File: config.mk
export PLATFORM = sky130hd
export DESIGN_NAME = ces_sequencer
export DESIGN_NICKNAME = d
export VERILOG_FILES = /design/src/logic/ces_sequencer.v /design/src/logic/ces_trig_sync.v
export VERILOG_INCLUDE_DIRS = /design/src /design/src/inc
export SDC_FILE = /design/constraint.sdc
export NUM_CORES = 1
export LEC_CHECK = 0
export BUFFER_PORTS_ARGS = -buffer_cell sky130_fd_sc_hd__buf_2
export CORE_ASPECT_RATIO = 1.75
export CORE_MARGIN = 10
export CORE_UTILIZATION = 40
export DETAILED_ROUTE_END_ITERATION = 10
export PLACE_DENSITY = 0.53
export SLEW_MARGIN = 5
export SYNTH_ARGS = -nofsm -noshare
export SYNTH_HDL_FRONTEND = slang
export SYNTH_SLANG_ARGS = --single-unit
File: constraint.sdc
create_clock -name clk_i -period 36.9 [get_ports clk_i]
set_input_delay 5.535 -clock clk_i [delete_from_list [all_inputs] [get_ports clk_i]]
set_output_delay 5.535 -clock clk_i [all_outputs]
set_load 0.02 [all_outputs]
File: src/inc/ces_regs.vh
// Register map, field positions, reset values and timing counts for the exposure sequencer.
// Assumes a 250 MHz clk_i and a 32-bit classic Wishbone slave port.
`ifndef CES_REGS_VH
`define CES_REGS_VH

// Word byte offsets
`define CES_CTRL_OFF      8'h00
`define CES_EXP_OFF       8'h04
`define CES_COMP_OFF      8'h08
`define CES_VSHIFT_OFF    8'h0C
`define CES_WIN_OFF       8'h10
`define CES_ROWS_OFF      8'h14
`define CES_ROCYC_OFF     8'h18
`define CES_STAT_OFF      8'h1C
`define CES_FRAMES_OFF    8'h20

// CTRL fields
`define CES_CTRL_START    0
`define CES_CTRL_MODE_LO  1
`define CES_CTRL_MODE_HI  3
`define CES_CTRL_SHUTTER_OPEN_WHILE_WAITING  4
`define CES_CTRL_INTSYNC  5

// Operating modes
`define CES_MODE_CLEAN    3'h0
`define CES_MODE_FT_FREE  3'h1
`define CES_MODE_FT_TRIG  3'h2
`define CES_MODE_KIN_FREE 3'h3
`define CES_MODE_KIN_ONE  3'h4
`define CES_MODE_KIN_MULT 3'h5

// Reset values
`define CES_EXP_RST       32'h000003E8
`define CES_COMP_RST      32'h00000000
`define CES_VSHIFT_RST    16'h0064
`define CES_WIN_RST       16'h0002
`define CES_ROWS_RST      16'h0006
`define CES_ROCYC_RST     32'h00000400

// Gap before the next transfer in frame transfer, 50 ns
`define CES_FT_GAP_NS     50
`define CES_CLK_NS        4
`define CES_FT_GAP_CYC    ((`CES_FT_GAP_NS + `CES_CLK_NS - 1) / `CES_CLK_NS)

`endif

File: src/logic/ces_sequencer.v
// Exposure, clean, transfer and readout sequencer with a Wishbone register port.
// Assumes synchronous inputs except the trigger pins, which are synchronised here.
// Notes on behaviour
// RQ1: Continuous-clean mode clears rows repeatedly until a trigger arrives.
// RQ2: On trigger, finish the current row, stop cleaning, start collecting.
// RQ3: Normal shutter opens after trigger for exactly the exposure time.
// RQ4: Pre-open holds shutter open while cleaning, then exposure, then closes.
// RQ5: Trigger during row shift waits until that shift completes.
// RQ6: Trigger still high after readout counts as a new trigger.
// RQ7: Internal sync takes trigger from backplane; only when timing generator fitted.
// RQ8: Frame transfer uses free-run or triggered timing; shutter setting ignored.
// RQ9: Frame transfer moves image half to storage quickly, then reads out.
// RQ10: Free-run frame transfer: after exposure, transfer starts read and exposure.
// RQ11: Triggered frame transfer reads one frame per trigger after the first.
// RQ12: Long readout sets effective exposure to readout time; here the gap still adds exposure plus compensation after readout.
// RQ13: Clean before first transfer; first readout self-started and discarded.
// RQ14: Next transfer starts 50 ns after first readout ends.
// RQ15: Trigger after read: next readout after exposure plus compensation.
// RQ16: Kinetics keeps shutter open shifting images, closes and reads at end.
// RQ17: Free-run kinetics gap is shift time per row times window rows.
// RQ18: Kinetics frame count is array rows divided by window size.
// RQ19: Single-trigger kinetics captures whole series on one trigger.
// RQ20: Multiple-trigger kinetics captures one image per trigger.
// RQ21: Readout indicator is low throughout every readout.
// RQ22: Pre-open opens the shutter as soon as ready for a trigger. Here only in continuous-clean mode, not in kinetics.
// RQ23: Readout indicator high during exposure and compensation.
// RQ24: Trigger synchronised and taken on its rising edge, held two clocks.
// RQ25: Detected trigger held pending until accepted, consumed once.
//
// The Wishbone register port and the register offsets were left to the implementer.
`timescale 1ns/1ps
`default_nettype none
`include "ces_regs.vh"
module ces_sequencer #(
  parameter HAS_TIMING_GEN = 1
) (
  // Clock and reset
  input  wire        clk_i,
  input  wire        rst_i,
  // Wishbone slave
  input  wire        cyc_i,
  input  wire        stb_i,
  input  wire        we_i,
  input  wire [7:0]  adr_i,
  input  wire [3:0]  sel_i,
  input  wire [31:0] dat_i,
  output reg  [31:0] dat_o,
  output reg         ack_o,
  // Triggers
  input  wire        ext_trig_i,
  input  wire        bp_trig_i,
  // Sensor control
  output reg         shutter_o,
  output reg         readout_active_low_o,
  output reg         clean_o,
  output reg         row_shift_o,
  output reg         ft_transfer_o,
  output reg         discard_o
);
  localparam ST_IDLE    = 4'h0;
  localparam ST_CLEAN   = 4'h1;
  localparam ST_WAIT    = 4'h2;
  localparam ST_EXPOSE  = 4'h3;
  localparam ST_COMP    = 4'h4;
  localparam ST_READ    = 4'h5;
  localparam ST_FT_XFER = 4'h6;
  localparam ST_GAP     = 4'h7;
  localparam ST_KSHIFT  = 4'h8;

  reg [31:0] ctrl;
  reg [31:0] exp_cyc;
  reg [31:0] comp_cyc;
  reg [15:0] vshift_cyc;
  reg [15:0] win_rows;
  reg [15:0] array_rows;
  reg [31:0] ro_cyc;
  reg [31:0] frames_done;

  reg [3:0]  state;
  reg [31:0] cnt;
  reg [15:0] row_cnt;
  reg [15:0] kframe;
  reg        first_ro;
  reg        ft_armed;
  reg        consume;
  reg        rearm;

  wire [2:0] mode    = ctrl[`CES_CTRL_MODE_HI:`CES_CTRL_MODE_LO];
  wire       shutter_open_while_waiting = ctrl[`CES_CTRL_SHUTTER_OPEN_WHILE_WAITING];
  wire       run     = ctrl[`CES_CTRL_START];
  // RQ7 backplane trigger only with timing generator
  wire       use_bp  = ctrl[`CES_CTRL_INTSYNC] && (HAS_TIMING_GEN != 0);
  wire       trig_src = use_bp ? bp_trig_i : ext_trig_i;
  wire       trig_pend;
  wire       trig_lvl;

  ces_trig_sync u_trig (
    .clk_i     (clk_i),
    .rst_i     (rst_i),
    .trig_i    (trig_src),
    .consume_i (consume),
    .rearm_i   (rearm),
    .level_o   (trig_lvl),
    .pending_o (trig_pend)
  );

  // RQ18 frames per kinetics series
  wire [15:0] kin_frames = (win_rows == 16'h0000) ? 16'h0001 : (array_rows / win_rows);

  function [31:0] wmerge;
    input [31:0] old;
    input [31:0] nw;
    input [3:0]  sel;
    integer i;
    begin
      wmerge = old;
      for (i = 0; i < 4; i = i + 1)
        if (sel[i])
          wmerge[i*8 +: 8] = nw[i*8 +: 8];
    end
  endfunction

  // Byte merge for the 16-bit registers, upper half dropped on purpose
  function [15:0] wmerge16;
    input [15:0] old;
    input [31:0] nw;
    input [3:0]  sel;
    reg   [31:0] full;
    begin
      full     = wmerge({16'h0000, old}, nw, sel);
      wmerge16 = full[15:0];
    end
  endfunction

  function is_kin;
    input [2:0] m;
    begin
      is_kin = (m == `CES_MODE_KIN_FREE) || (m == `CES_MODE_KIN_ONE) || (m == `CES_MODE_KIN_MULT);
    end
  endfunction

  wire wb_req = cyc_i && stb_i && !ack_o;

  // Wishbone: ack one cycle after request, dropped next cycle
  always @(posedge clk_i) begin
    if (rst_i) begin
      ack_o      <= 1'b0;
      dat_o      <= 32'h00000000;
      ctrl       <= 32'h00000000;
      exp_cyc    <= `CES_EXP_RST;
      comp_cyc   <= `CES_COMP_RST;
      vshift_cyc <= `CES_VSHIFT_RST;
      win_rows   <= `CES_WIN_RST;
      array_rows <= `CES_ROWS_RST;
      ro_cyc     <= `CES_ROCYC_RST;
    end else begin
      ack_o <= wb_req;
      // Write lands on the edge where the master samples ack
      if (cyc_i && stb_i && ack_o && we_i) begin
        case (adr_i)
          `CES_CTRL_OFF:   ctrl       <= wmerge(ctrl, dat_i, sel_i);
          `CES_EXP_OFF:    exp_cyc    <= wmerge(exp_cyc, dat_i, sel_i);
          `CES_COMP_OFF:   comp_cyc   <= wmerge(comp_cyc, dat_i, sel_i);
          `CES_VSHIFT_OFF: vshift_cyc <= wmerge16(vshift_cyc, dat_i, sel_i);
          `CES_WIN_OFF:    win_rows   <= wmerge16(win_rows, dat_i, sel_i);
          `CES_ROWS_OFF:   array_rows <= wmerge16(array_rows, dat_i, sel_i);
          `CES_ROCYC_OFF:  ro_cyc     <= wmerge(ro_cyc, dat_i, sel_i);
          default:         ctrl       <= ctrl;
        endcase
      end
      if (wb_req && !we_i) begin
        case (adr_i)
          `CES_CTRL_OFF:   dat_o <= ctrl;
          `CES_EXP_OFF:    dat_o <= exp_cyc;
          `CES_COMP_OFF:   dat_o <= comp_cyc;
          `CES_VSHIFT_OFF: dat_o <= {16'h0000, vshift_cyc};
          `CES_WIN_OFF:    dat_o <= {16'h0000, win_rows};
          `CES_ROWS_OFF:   dat_o <= {16'h0000, array_rows};
          `CES_ROCYC_OFF:  dat_o <= ro_cyc;
          `CES_STAT_OFF:   dat_o <= {11'h000, trig_pend, state, kframe};
          `CES_FRAMES_OFF: dat_o <= frames_done;
          default:         dat_o <= 32'h00000000;
        endcase
      end
    end
  end

  // Sequencer
  always @(posedge clk_i) begin
    if (rst_i) begin
      state                <= ST_IDLE;
      cnt                  <= 32'h00000000;
      row_cnt              <= 16'h0000;
      kframe               <= 16'h0000;
      first_ro             <= 1'b0;
      ft_armed             <= 1'b0;
      consume              <= 1'b0;
      rearm                <= 1'b0;
      frames_done          <= 32'h00000000;
      shutter_o            <= 1'b0;
      readout_active_low_o <= 1'b1;
      clean_o              <= 1'b0;
      row_shift_o          <= 1'b0;
      ft_transfer_o        <= 1'b0;
      discard_o            <= 1'b0;
    end else begin
      consume       <= 1'b0;
      rearm         <= 1'b0;
      ft_transfer_o <= 1'b0;
      row_shift_o   <= 1'b0;
      case (state)
        ST_IDLE: begin
          shutter_o            <= 1'b0;
          clean_o              <= 1'b0;
          readout_active_low_o <= 1'b1;
          kframe               <= 16'h0000;
          if (run) begin
            cnt      <= 32'h00000000;
            first_ro <= 1'b1;
            state    <= ST_CLEAN;
          end
        end
        // RQ1 repeated row cleaning
        ST_CLEAN: begin
          clean_o <= 1'b1;
          // RQ22 pre-open while ready for trigger in continuous-clean mode only; ignored in frame transfer (RQ8) and kinetics
          shutter_o <= shutter_open_while_waiting && (mode == `CES_MODE_CLEAN);
          if (!run) begin
            state <= ST_IDLE;
          end else if (cnt + 32'h1 >= {16'h0000, vshift_cyc}) begin
            // RQ5 act on trigger only at row boundary
            cnt         <= 32'h00000000;
            row_shift_o <= 1'b1;
            if (mode == `CES_MODE_FT_FREE || mode == `CES_MODE_FT_TRIG) begin
              // RQ13 first readout self-launched after cleaning
              clean_o <= 1'b0;
              state   <= ST_FT_XFER;
            end else if (mode == `CES_MODE_KIN_FREE) begin
              clean_o   <= 1'b0;
              shutter_o <= 1'b1;
              state     <= ST_EXPOSE;
            end else if (trig_pend) begin
              // RQ2 stop cleaning and collect; RQ25 consume once
              consume   <= 1'b1;
              clean_o   <= 1'b0;
              // RQ3 RQ4 shutter open for exposure
              shutter_o <= 1'b1;
              state     <= ST_EXPOSE;
            end
          end else begin
            cnt <= cnt + 32'h1;
          end
        end
        // RQ20 multiple-trigger kinetics waits per image
        ST_WAIT: begin
          if (trig_pend) begin
            consume <= 1'b1;
            cnt     <= 32'h00000000;
            state   <= ST_EXPOSE;
          end
        end
        ST_EXPOSE: begin
          // RQ23 indicator high while exposing
          readout_active_low_o <= 1'b1;
          if (cnt + 32'h1 >= exp_cyc) begin
            cnt <= 32'h00000000;
            // RQ18 last image of the series closes without a further shift
            if (is_kin(mode) && (kframe + 16'h1 < kin_frames)) begin
              state <= ST_KSHIFT;
            end else begin
              // RQ3 close after exactly the exposure
              shutter_o <= 1'b0;
              state     <= ST_COMP;
            end
          end else begin
            cnt <= cnt + 32'h1;
          end
        end
        // RQ16 shift image under mask, shutter stays open
        ST_KSHIFT: begin
          row_shift_o <= 1'b1;
          // RQ17 gap is shift time times window rows
          if (cnt + 32'h1 >= {16'h0000, vshift_cyc}) begin
            cnt <= 32'h00000000;
            if (row_cnt + 16'h1 >= win_rows) begin
              row_cnt <= 16'h0000;
              kframe  <= kframe + 16'h1;
              if (mode == `CES_MODE_KIN_MULT) begin
                state <= ST_WAIT;
              end else begin
                // RQ19 one trigger runs whole series
                state <= ST_EXPOSE;
              end
            end else begin
              row_cnt <= row_cnt + 16'h1;
            end
          end else begin
            cnt <= cnt + 32'h1;
          end
        end
        ST_COMP: begin
          // RQ23 indicator high in compensation
          readout_active_low_o <= 1'b1;
          if (cnt >= comp_cyc) begin
            cnt                  <= 32'h00000000;
            readout_active_low_o <= 1'b0;
            state                <= ST_READ;
          end else begin
            cnt <= cnt + 32'h1;
          end
        end
        // RQ9 rapid half-to-half transfer starts each read
        ST_FT_XFER: begin
          ft_transfer_o        <= 1'b1;
          readout_active_low_o <= 1'b0;
          discard_o            <= first_ro;
          cnt                  <= 32'h00000000;
          ft_armed             <= 1'b0;
          state                <= ST_READ;
        end
        ST_READ: begin
          // RQ21 indicator low throughout readout
          readout_active_low_o <= 1'b0;
          if (mode == `CES_MODE_FT_TRIG && trig_pend && !ft_armed) begin
            consume  <= 1'b1;
            ft_armed <= 1'b1;
          end
          if (cnt + 32'h1 >= ro_cyc) begin
            cnt                  <= 32'h00000000;
            readout_active_low_o <= 1'b1;
            discard_o            <= 1'b0;
            frames_done          <= frames_done + 32'h1;
            kframe               <= 16'h0000;
            // RQ6 held trigger counts again
            rearm                <= trig_lvl;
            if (mode == `CES_MODE_FT_FREE || mode == `CES_MODE_FT_TRIG)
              state <= ST_GAP;
            else if (!run)
              state <= ST_IDLE;
            else
              state <= ST_CLEAN;
          end else begin
            cnt <= cnt + 32'h1;
          end
        end
        // RQ14 RQ10 RQ11 RQ12 RQ15 timing between frame transfers
        ST_GAP: begin
          if (mode == `CES_MODE_FT_TRIG && trig_pend && !ft_armed) begin
            consume  <= 1'b1;
            ft_armed <= 1'b1;
            cnt      <= 32'h00000000;
          end else begin
            cnt <= cnt + 32'h1;
          end
          if (!run) begin
            state <= ST_IDLE;
          end else if (first_ro) begin
            // The transfer state costs one cycle before readout starts
            if (cnt + 32'h2 >= `CES_FT_GAP_CYC) begin
              first_ro <= 1'b0;
              state    <= ST_FT_XFER;
            end
          end else if (mode == `CES_MODE_FT_FREE || ft_armed) begin
            if (cnt + 32'h1 >= exp_cyc + comp_cyc)
              state <= ST_FT_XFER;
          end
        end
        default: begin
          state <= ST_IDLE;
        end
      endcase
    end
  end
endmodule
`default_nettype wire

File: src/logic/ces_trig_sync.v
// Trigger synchroniser with rising-edge detect and a pending latch.
// Assumes trig_i is asynchronous and held at least two clk_i periods.
`timescale 1ns/1ps
`default_nettype none
module ces_trig_sync (
  // Clock and reset
  input  wire clk_i,
  input  wire rst_i,
  // Trigger
  input  wire trig_i,
  input  wire consume_i,
  input  wire rearm_i,
  // Status
  output reg  level_o,
  output reg  pending_o
);
  reg meta;
  reg sync;
  reg sync_d;

  always @(posedge clk_i) begin
    if (rst_i) begin
      meta      <= 1'b0;
      sync      <= 1'b0;
      sync_d    <= 1'b0;
      level_o   <= 1'b0;
      pending_o <= 1'b0;
    end else begin
      meta    <= trig_i;
      sync    <= meta;
      sync_d  <= sync;
      level_o <= sync;
      // RQ24 rising edge detect; RQ25 set wins over consume
      if ((sync && !sync_d) || (rearm_i && sync))
        pending_o <= 1'b1;
      else if (consume_i)
        pending_o <= 1'b0;
    end
  end
endmodule
`default_nettype wire

==> results of run 1 <==
[layer usage]
layer	vias up	global-route usage, %	part of all wire (%)
met4	4	24.7	11
met5	-	0	0.024
li1	12700	-	-
met1	12700	24.3	33
met2	855	49.9	52
met3	393	2.67	3.5
[worst max-delay path: cells and delay by family (launching register included)]
family | cells | cell delay [ps]
AOI/OAI and AO/OA | 69 | 18300
adders and majority gates | 15 | 4820
buffers and inverters | 5 | 950
DFF | 1 | 510
muxes | 4 | 1380
and+or+nand+nor | 24 | 5660
[cells by family (layout without fill, tap and decap cells)]
| kind of cell | Yosys count | in the layout | synth area share (%) |
|---|---|---|---|
| and+or+nand+nor | 1175 | 1175 | 20.5 |
| AOI/OAI and AO/OA | 883 | 883 | 21.6 |
| adders and majority gates | 351 | 351 | 16.1 |
| buffers and inverters | 345 | 384 | 4.90 |
| DFF | 323 | 323 | 23.6 |
| muxes | 206 | 206 | 7.65 |
| xor gates and xnor gates | 178 | 178 | 5.69 |
| other | 0 | 3 | 0 |
[placed cells by master, fill, tap and decap left out, types with 13 or more instances in the layout]
master	Yosys	final
nand3b_1	23	23
nor2b_1	32	32
dfxtp_1	323	323
mux2i_1	180	180
nor2_1	441	440
xor2_1	86	86
ha_1	349	349
o211ai_1	25	25
and2_1	29	29
nand4_1	50	50
or2_2	13	13
buf_2	8	88
nand2b_1	39	39
a31oi_1	58	58
and4_1	14	14
or4_1	13	13
nor3_1	90	90
a211o_1	24	24
clkbuf_16	0	36
a21o_1	90	90
o21ai_0	120	119
a22oi_1	65	65
a21oi_1	235	235
xnor2_1	92	92
mux2_2	26	26
a211oi_1	26	26
nand2_1	230	230
and3_1	37	36
buf_4	6	48
nand3_1	81	81
or3_1	28	28
o21a_1	48	48
inv_1	182	182
nor4_1	27	27
a32oi_1	19	19
o22ai_1	22	22
a221oi_1	22	22
[per-stage QoR]
stage          instances  area (µm²)  worst slack [ps]
2_1_floorplan       3461       27400              9370
3_3_place_gp        4332       28700              6350
3_5_place_dp        4332       28700              5430
4_1_cts             4396       29900              5270
5_1_grt             4397       29900              1990
6_report            4399       29900              5080
[registers in the layout (all words and copies together), names as in the netlist, 4 cells and up]
register,cells
cnt,32
comp_cyc,32
ctrl,32
dat_o,32
exp_cyc,32
frames_done,32
ro_cyc,32
array_rows,16
kframe,16
row_cnt,16
vshift_cyc,16
win_rows,16
state,4
[layout make-up]
cell class,instances,area [µm²],share of cell area (%)
multi-input cells,2793,19600,65.5
flip-flops and latches,323,6470,21.6
inverters,183,687,2.30
clock buffers,44,971,3.25
well taps,896,1120,3.75
diodes,3,7.51,0.0251
repair buffers,137,816,2.73
clock inverters,20,245,0.820
[worst paths after layout]
path	start	endpoint	slack, ps	depth (start not counted)
max reg2reg	win_rows[15]	shutter_o	5080	117
max	win_rows[15]	shutter_o	5080	117
min reg2reg	u_trig.meta	u_trig.sync	450	1
min	u_trig.meta	u_trig.sync	450	1
==> summary.md, run 1 <==
| Metric | Value |
|---|---|
| Status | `finished, final reports clean` |
| Seq/Total Area, Yosys | `23.6%` |
| Most common cell in the synthesized netlist | `nor2_1` |
| DRC | `0` |
| Clk slew on worst S/H paths | `70 ps` |
| Critical path's most frequent cell | `ha_1` |
| Max Root-Sink Buffers | `3` |
| HPWL Detailed | `87.8 mm` |
| Worst Max-Slew Pin Slew | `1170 ps` |
| Worst EP required | `37290 ps` |
| Root buffer cell | `clkbuf_16` |
| Area delta synth->final | `9.22%` |
| Setup TNS | `0 ps` |
| Fillers | `6759` |
| Final nets | `3874` |
| Min Hold Slack | `450 ps` |
| Clk Latency, worst-skew pair | `560 ps` |
| Via density | `6.04` |
| Post-route ant nets | `0` |
| Yosys cell types | `89` |
| First-pass GRT wire length | `163 mm` |
| WS Path Type | `reg2reg` |
| Hold Path Class | `reg2reg` |
| Synth area leaders | `dfxtp_1 (24%), ha_1 (16%), mux2i_1 (6.6%), nor2_1 (6.0%), a21oi_1 (4.3%)` |
| Routability Congestion | `0.946` |
| Standard-cell rows | `126` |
| Initial antenna violation count | `4` |
| Final setup violation count | `0` |
| Async SR Flop Fraction | `0%` |
| Ports | `90` |
| CTS Hold Buffers Added | `0` |
| Worst EP arrival | `32210 ps` |
| Global Route Usage Sum | `26.5%` |
| Iteration-0 DRC Markers | `1711` |
| DIE WIDTH | `218 µm` |
| Slowest cell delay on critical path | `660 ps` |
| #FFs+latches synth | `323` |
| Synth Instances | `3461` |
| Peak fanout along the critical path | `27` |
| Relative slew slack | `22.0%` |
| TritonCTS Sinks | `323` |
| Final core utilization | `44.2%` |
| RSZ-0062 raised after global routing | `no` |
| Initial Utilization | `40.5%` |
| Area share of the largest cell type after synthesis | `23.6%` |
| Clock buffer count from CTS | `35` |
| Wire per inst | `24.9 µm` |
| Die Y | `366 µm` |
| Fin crit period | `31820 ps` |
| Port bufs | `89` |
| Full die area | `79700 µm²` |
| Post-cts repair resize count | `0` |
| Tcrit/Tclk final | `86.2%` |
| Most frequent cells after synthesis | `nor2_1 (441), ha_1 (349), dfxtp_1 (323), a21oi_1 (235), nand2_1 (230)` |
| Synth Net Count | `3862` |
| DRT Pass-1 Iters | `6` |
| Largest net degree at the start of global routing | `131` |
| Slowest cell on crit path | `o31ai_1` |
| Number of synthesized flops with an enable pin | `0` |
| Final hold violations | `0` |
| Netlist area before placement | `27400 µm²` |
| Final wirelength | `109 mm` |
| Post-CTS Setup Repair Bufs | `0` |
| Vias | `26600` |
| Dominant synthesized flop cell | `dfxtp_1` |
| Max Slew Vio Count | `0` |
| Synth warnings | `0` |
| Clk_skew | `19.8 ps` |
| H-Tree Level Count | `2` |
| Fraction of layout cells with a size suffix above 1 | `7.49%` |
| Critical Path Start Type | `flop` |
| Total of max-cap violations | `0` |
| Max Fclk | `31.4 MHz` |
| Synth area leader | `dfxtp_1` |
| Gr ovfl total | `0` |
| Syn_area_per_cell | `7.91 µm²` |
| Core area | `67600 µm²` |
| CTS tree | `built` |
| Crit end category | `flop` |
| Vias in the first global route | `26900` |
Power of run 1 is not shown: default switching activity piles up to over one toggle a cycle in this logic, so the estimate is an artifact.
==> run 2, diff against run 1 <==
--- a/config.mk
+++ b/config.mk
@@ -6,12 +6,12 @@
 export SDC_FILE = /design/constraint.sdc
 export NUM_CORES = 1
 export LEC_CHECK = 0
-export BUFFER_PORTS_ARGS = -buffer_cell sky130_fd_sc_hd__buf_2
 export CORE_ASPECT_RATIO = 1.75
 export CORE_MARGIN = 10
 export CORE_UTILIZATION = 40
 export DETAILED_ROUTE_END_ITERATION = 10
-export PLACE_DENSITY = 0.53
+export DONT_BUFFER_PORTS = 1
+export PLACE_DENSITY = 0.52
 export SLEW_MARGIN = 5
 export SYNTH_ARGS = -nofsm -noshare
 export SYNTH_HDL_FRONTEND = slang
==> constraint.sdc (replaced) <==
create_clock -name clk_i -period 37 [get_ports clk_i]
set_input_delay 5.55 -clock clk_i [delete_from_list [all_inputs] [get_ports clk_i]]
set_output_delay 5.55 -clock clk_i [all_outputs]
set_load 0.02 [all_outputs]
==> run 2 against run 1 <==
  * Final area down 1.6%
  * Via count decreased by 0.77%
  * Register-to-register slack worse by 370 ps
  * Cell count down 2.2%
  * Critical endpoint unchanged
  * Highest routed layer is now met4
==> summary.md, run 2 (synthesis gave the netlist of run 1 again) <==
| Metric | Value |
|---|---|
| Diode count | `0 (was 3)` |
| Initial Utilization | `40.5% (unchanged)` |
| DRC | `0 (unchanged)` |
| Reg-to-Reg End | `shutter_o (unchanged)` |
| DRT Pass-1 Iters | `6 (unchanged)` |
| CTS Hold Buffers Added | `0 (unchanged)` |
| Global Route Usage Sum | `26.9% (was 26.5%)` |
| Standard-cell rows | `126 (unchanged)` |
| Multi-input gate area | `19600 µm² (about the same)` |
| Relative slew slack | `17.0% (was 22.0%)` |
| Final nets | `3785 (was 3874)` |
| Area delta synth->final | `7.52% (was 9.22%)` |
| Die Y | `366 µm (unchanged)` |
| WS Path Type | `reg2reg (unchanged)` |
| Max Root-Sink Buffers | `3 (unchanged)` |
| Reg2reg path depth | `119 (was 117)` |
| Core area | `67600 µm² (unchanged)` |
| H-Tree Level Count | `2 (unchanged)` |
| Root buffer cell | `clkbuf_16 (unchanged)` |
| Gr ovfl total | `0 (unchanged)` |
| Critical Path Start Type | `flop (unchanged)` |
| Max Fclk | `31.0 MHz (was 31.4 MHz)` |
| Slowest cell on crit path | `nor4_1 (was o31ai_1)` |
| Crit end category | `flop (unchanged)` |
| FF-to-FF setup slack | `4710 ps (was 5080 ps)` |
| Initial antenna violation count | `0 (was 4)` |
| Final hold violations | `0 (unchanged)` |
| Commonest non-fill, non-tap cells in the layout | `nor2_1 (439), ha_1 (349), dfxtp_1 (323), a21oi_1 (235), nand2_1 (230) (was nor2_1 (440), ha_1 (349), dfxtp_1 (323), a21oi_1 (235), nand2_1 (230))` |
| Tcrit/Tclk final | `87.3% (was 86.2%)` |
| Hold Crit Endpoint | `rearm (was u_trig.sync)` |
| Routability Congestion | `0.943 (was 0.946)` |
| Setup TNS | `0 ps (unchanged)` |
| Top Family by Delay on Critical Path | `compound AO/OA/AOI/OAI gates (unchanged)` |
| Worst EP arrival | `32700 ps (was 32210 ps)` |
| Final setup violation count | `0 (unchanged)` |
| HPWL Detailed | `87.3 mm (was 87.8 mm)` |
| Number of cells on the critical path | `119 (was 117)` |
| First-pass GRT wire length | `165 mm (was 163 mm)` |
| Hold Path Cell Cnt | `2 (was 1)` |
| DIE WIDTH | `218 µm (unchanged)` |
| Final wirelength | `111 mm (was 109 mm)` |
| Worst EP required | `37410 ps (was 37290 ps)` |
| Most common cell after layout, fill and taps aside | `nor2_1 (unchanged)` |
| Port bufs | `0 (was 89)` |
| Ports | `90 (unchanged)` |
| Clk Latency, worst-skew pair | `570 ps (was 560 ps)` |
| Critical path's most frequent cell | `ha_1 (unchanged)` |
| Fin crit period | `32290 ps (was 31820 ps)` |
| Full die area | `79700 µm² (unchanged)` |
| Iteration-0 DRC Markers | `1850 (was 1711)` |
| CTS tree | `built (unchanged)` |
| Min Hold Slack | `447 ps (was 450 ps)` |
| Wire per inst | `25.7 µm (was 24.9 µm)` |
| Vias in the first global route | `26800 (was 26900)` |
| Total of max-cap violations | `0 (unchanged)` |
| Post-cts repair resize count | `0 (unchanged)` |
| Max Slew Vio Count | `0 (unchanged)` |
| Status | `finished, final reports clean (unchanged)` |
| Clk_skew | `32.7 ps (was 19.8 ps)` |
| Hold Path Class | `reg2reg (unchanged)` |
| Post-CTS Setup Repair Bufs | `0 (unchanged)` |
| Fraction of layout cells with a size suffix above 1 | `4.93% (was 7.49%)` |
| Post-route ant nets | `0 (unchanged)` |
| Clk slew on worst S/H paths | `70 ps (about the same)` |
| Worst Max-Slew Pin Slew | `1240 ps (was 1170 ps)` |
| Clock buffer count from CTS | `34 (was 35)` |
| Register Area | `6470 µm² (unchanged)` |
| Via density | `6.13 (was 6.04)` |
| Vias | `26400 (was 26600)` |
| Reg-to-reg critical path startpoint | `win_rows[14] (was win_rows[15])` |
| Slowest cell delay on critical path | `690 ps (was 660 ps)` |
| CP bufs+invs | `5 (unchanged)` |
| TritonCTS Sinks | `323 (unchanged)` |
| Largest net degree at the start of global routing | `314 (was 131)` |
| Fillers | `6861 (was 6759)` |
| Peak fanout along the critical path | `18 (was 27)` |
| Hold Crit Start | `u_trig.sync_d (was u_trig.meta)` |
| RSZ-0062 raised after global routing | `no (unchanged)` |
-- run 2: changes by cell type in the layout (fill, tap and decap cells not counted), sizes merged --
cell      delta
clkinv       -3
diode        -3
clkinvlp     -2
clkbuf       +2
inv          -2
buf         -88
bufinv       +1
-- run 2: worst register-to-register path, delay by kind of cell (launching register included) --
kind,cells,cell delay (ps)
adders and majority gates,15,5020
and+or+nand+nor,30,6400
DFF,1,460
AOI/OAI and AO/OA,67,18630
buffers and inverters,5,1000
muxes,2,700
-- run 2: area by class of cell --
type / count / area share [%]
clock inverter: 14 / 0.863
timing repair buffer: 49 / 1.25
tap: 896 / 3.81
multi-input combinational: 2793 / 66.6
clock buffer: 46 / 3.21
inverter: 183 / 2.33
sequential: 323 / 22.0
-- run 2: through the flow --
step,instance area [µm²],cells,util (%),worst slack [ps]
finish,29400,4304,43.5,4710
global route,29400,4304,43.5,2290
CTS,29400,4304,43.5,4760
detailed placement,28200,4244,41.7,4920
global placement,28200,4244,41.7,5810
floorplan,27400,3461,-,9470
-- run 2: worst max path at each step --
| stage | end | slack (ps) | start |
|---|---|---|---|
| 4_1_cts | shutter_o | 4760 | win_rows[15] |
| 3_5_place_dp | shutter_o | 4920 | win_rows[15] |
| 6_report | shutter_o | 4710 | win_rows[14] |
| 2_1_floorplan | shutter_o | 9470 | win_rows[12] |
| 3_3_place_gp | shutter_o | 5810 | win_rows[15] |
| 5_1_grt | shutter_o | 2290 | win_rows[15] |
-- run 2: metal layers --
metal / global-route usage [%] / up-vias / share of wire (%)
met3: 3.39 / 385 / 4.4
met1: 24.9 / 12600 / 33
met2: 50.3 / 906 / 52
li1: - / 12500 / -
met4: 23.8 / 0 / 10
met5: 0 / - / 0
Power of run 2 is left out for the same reason.
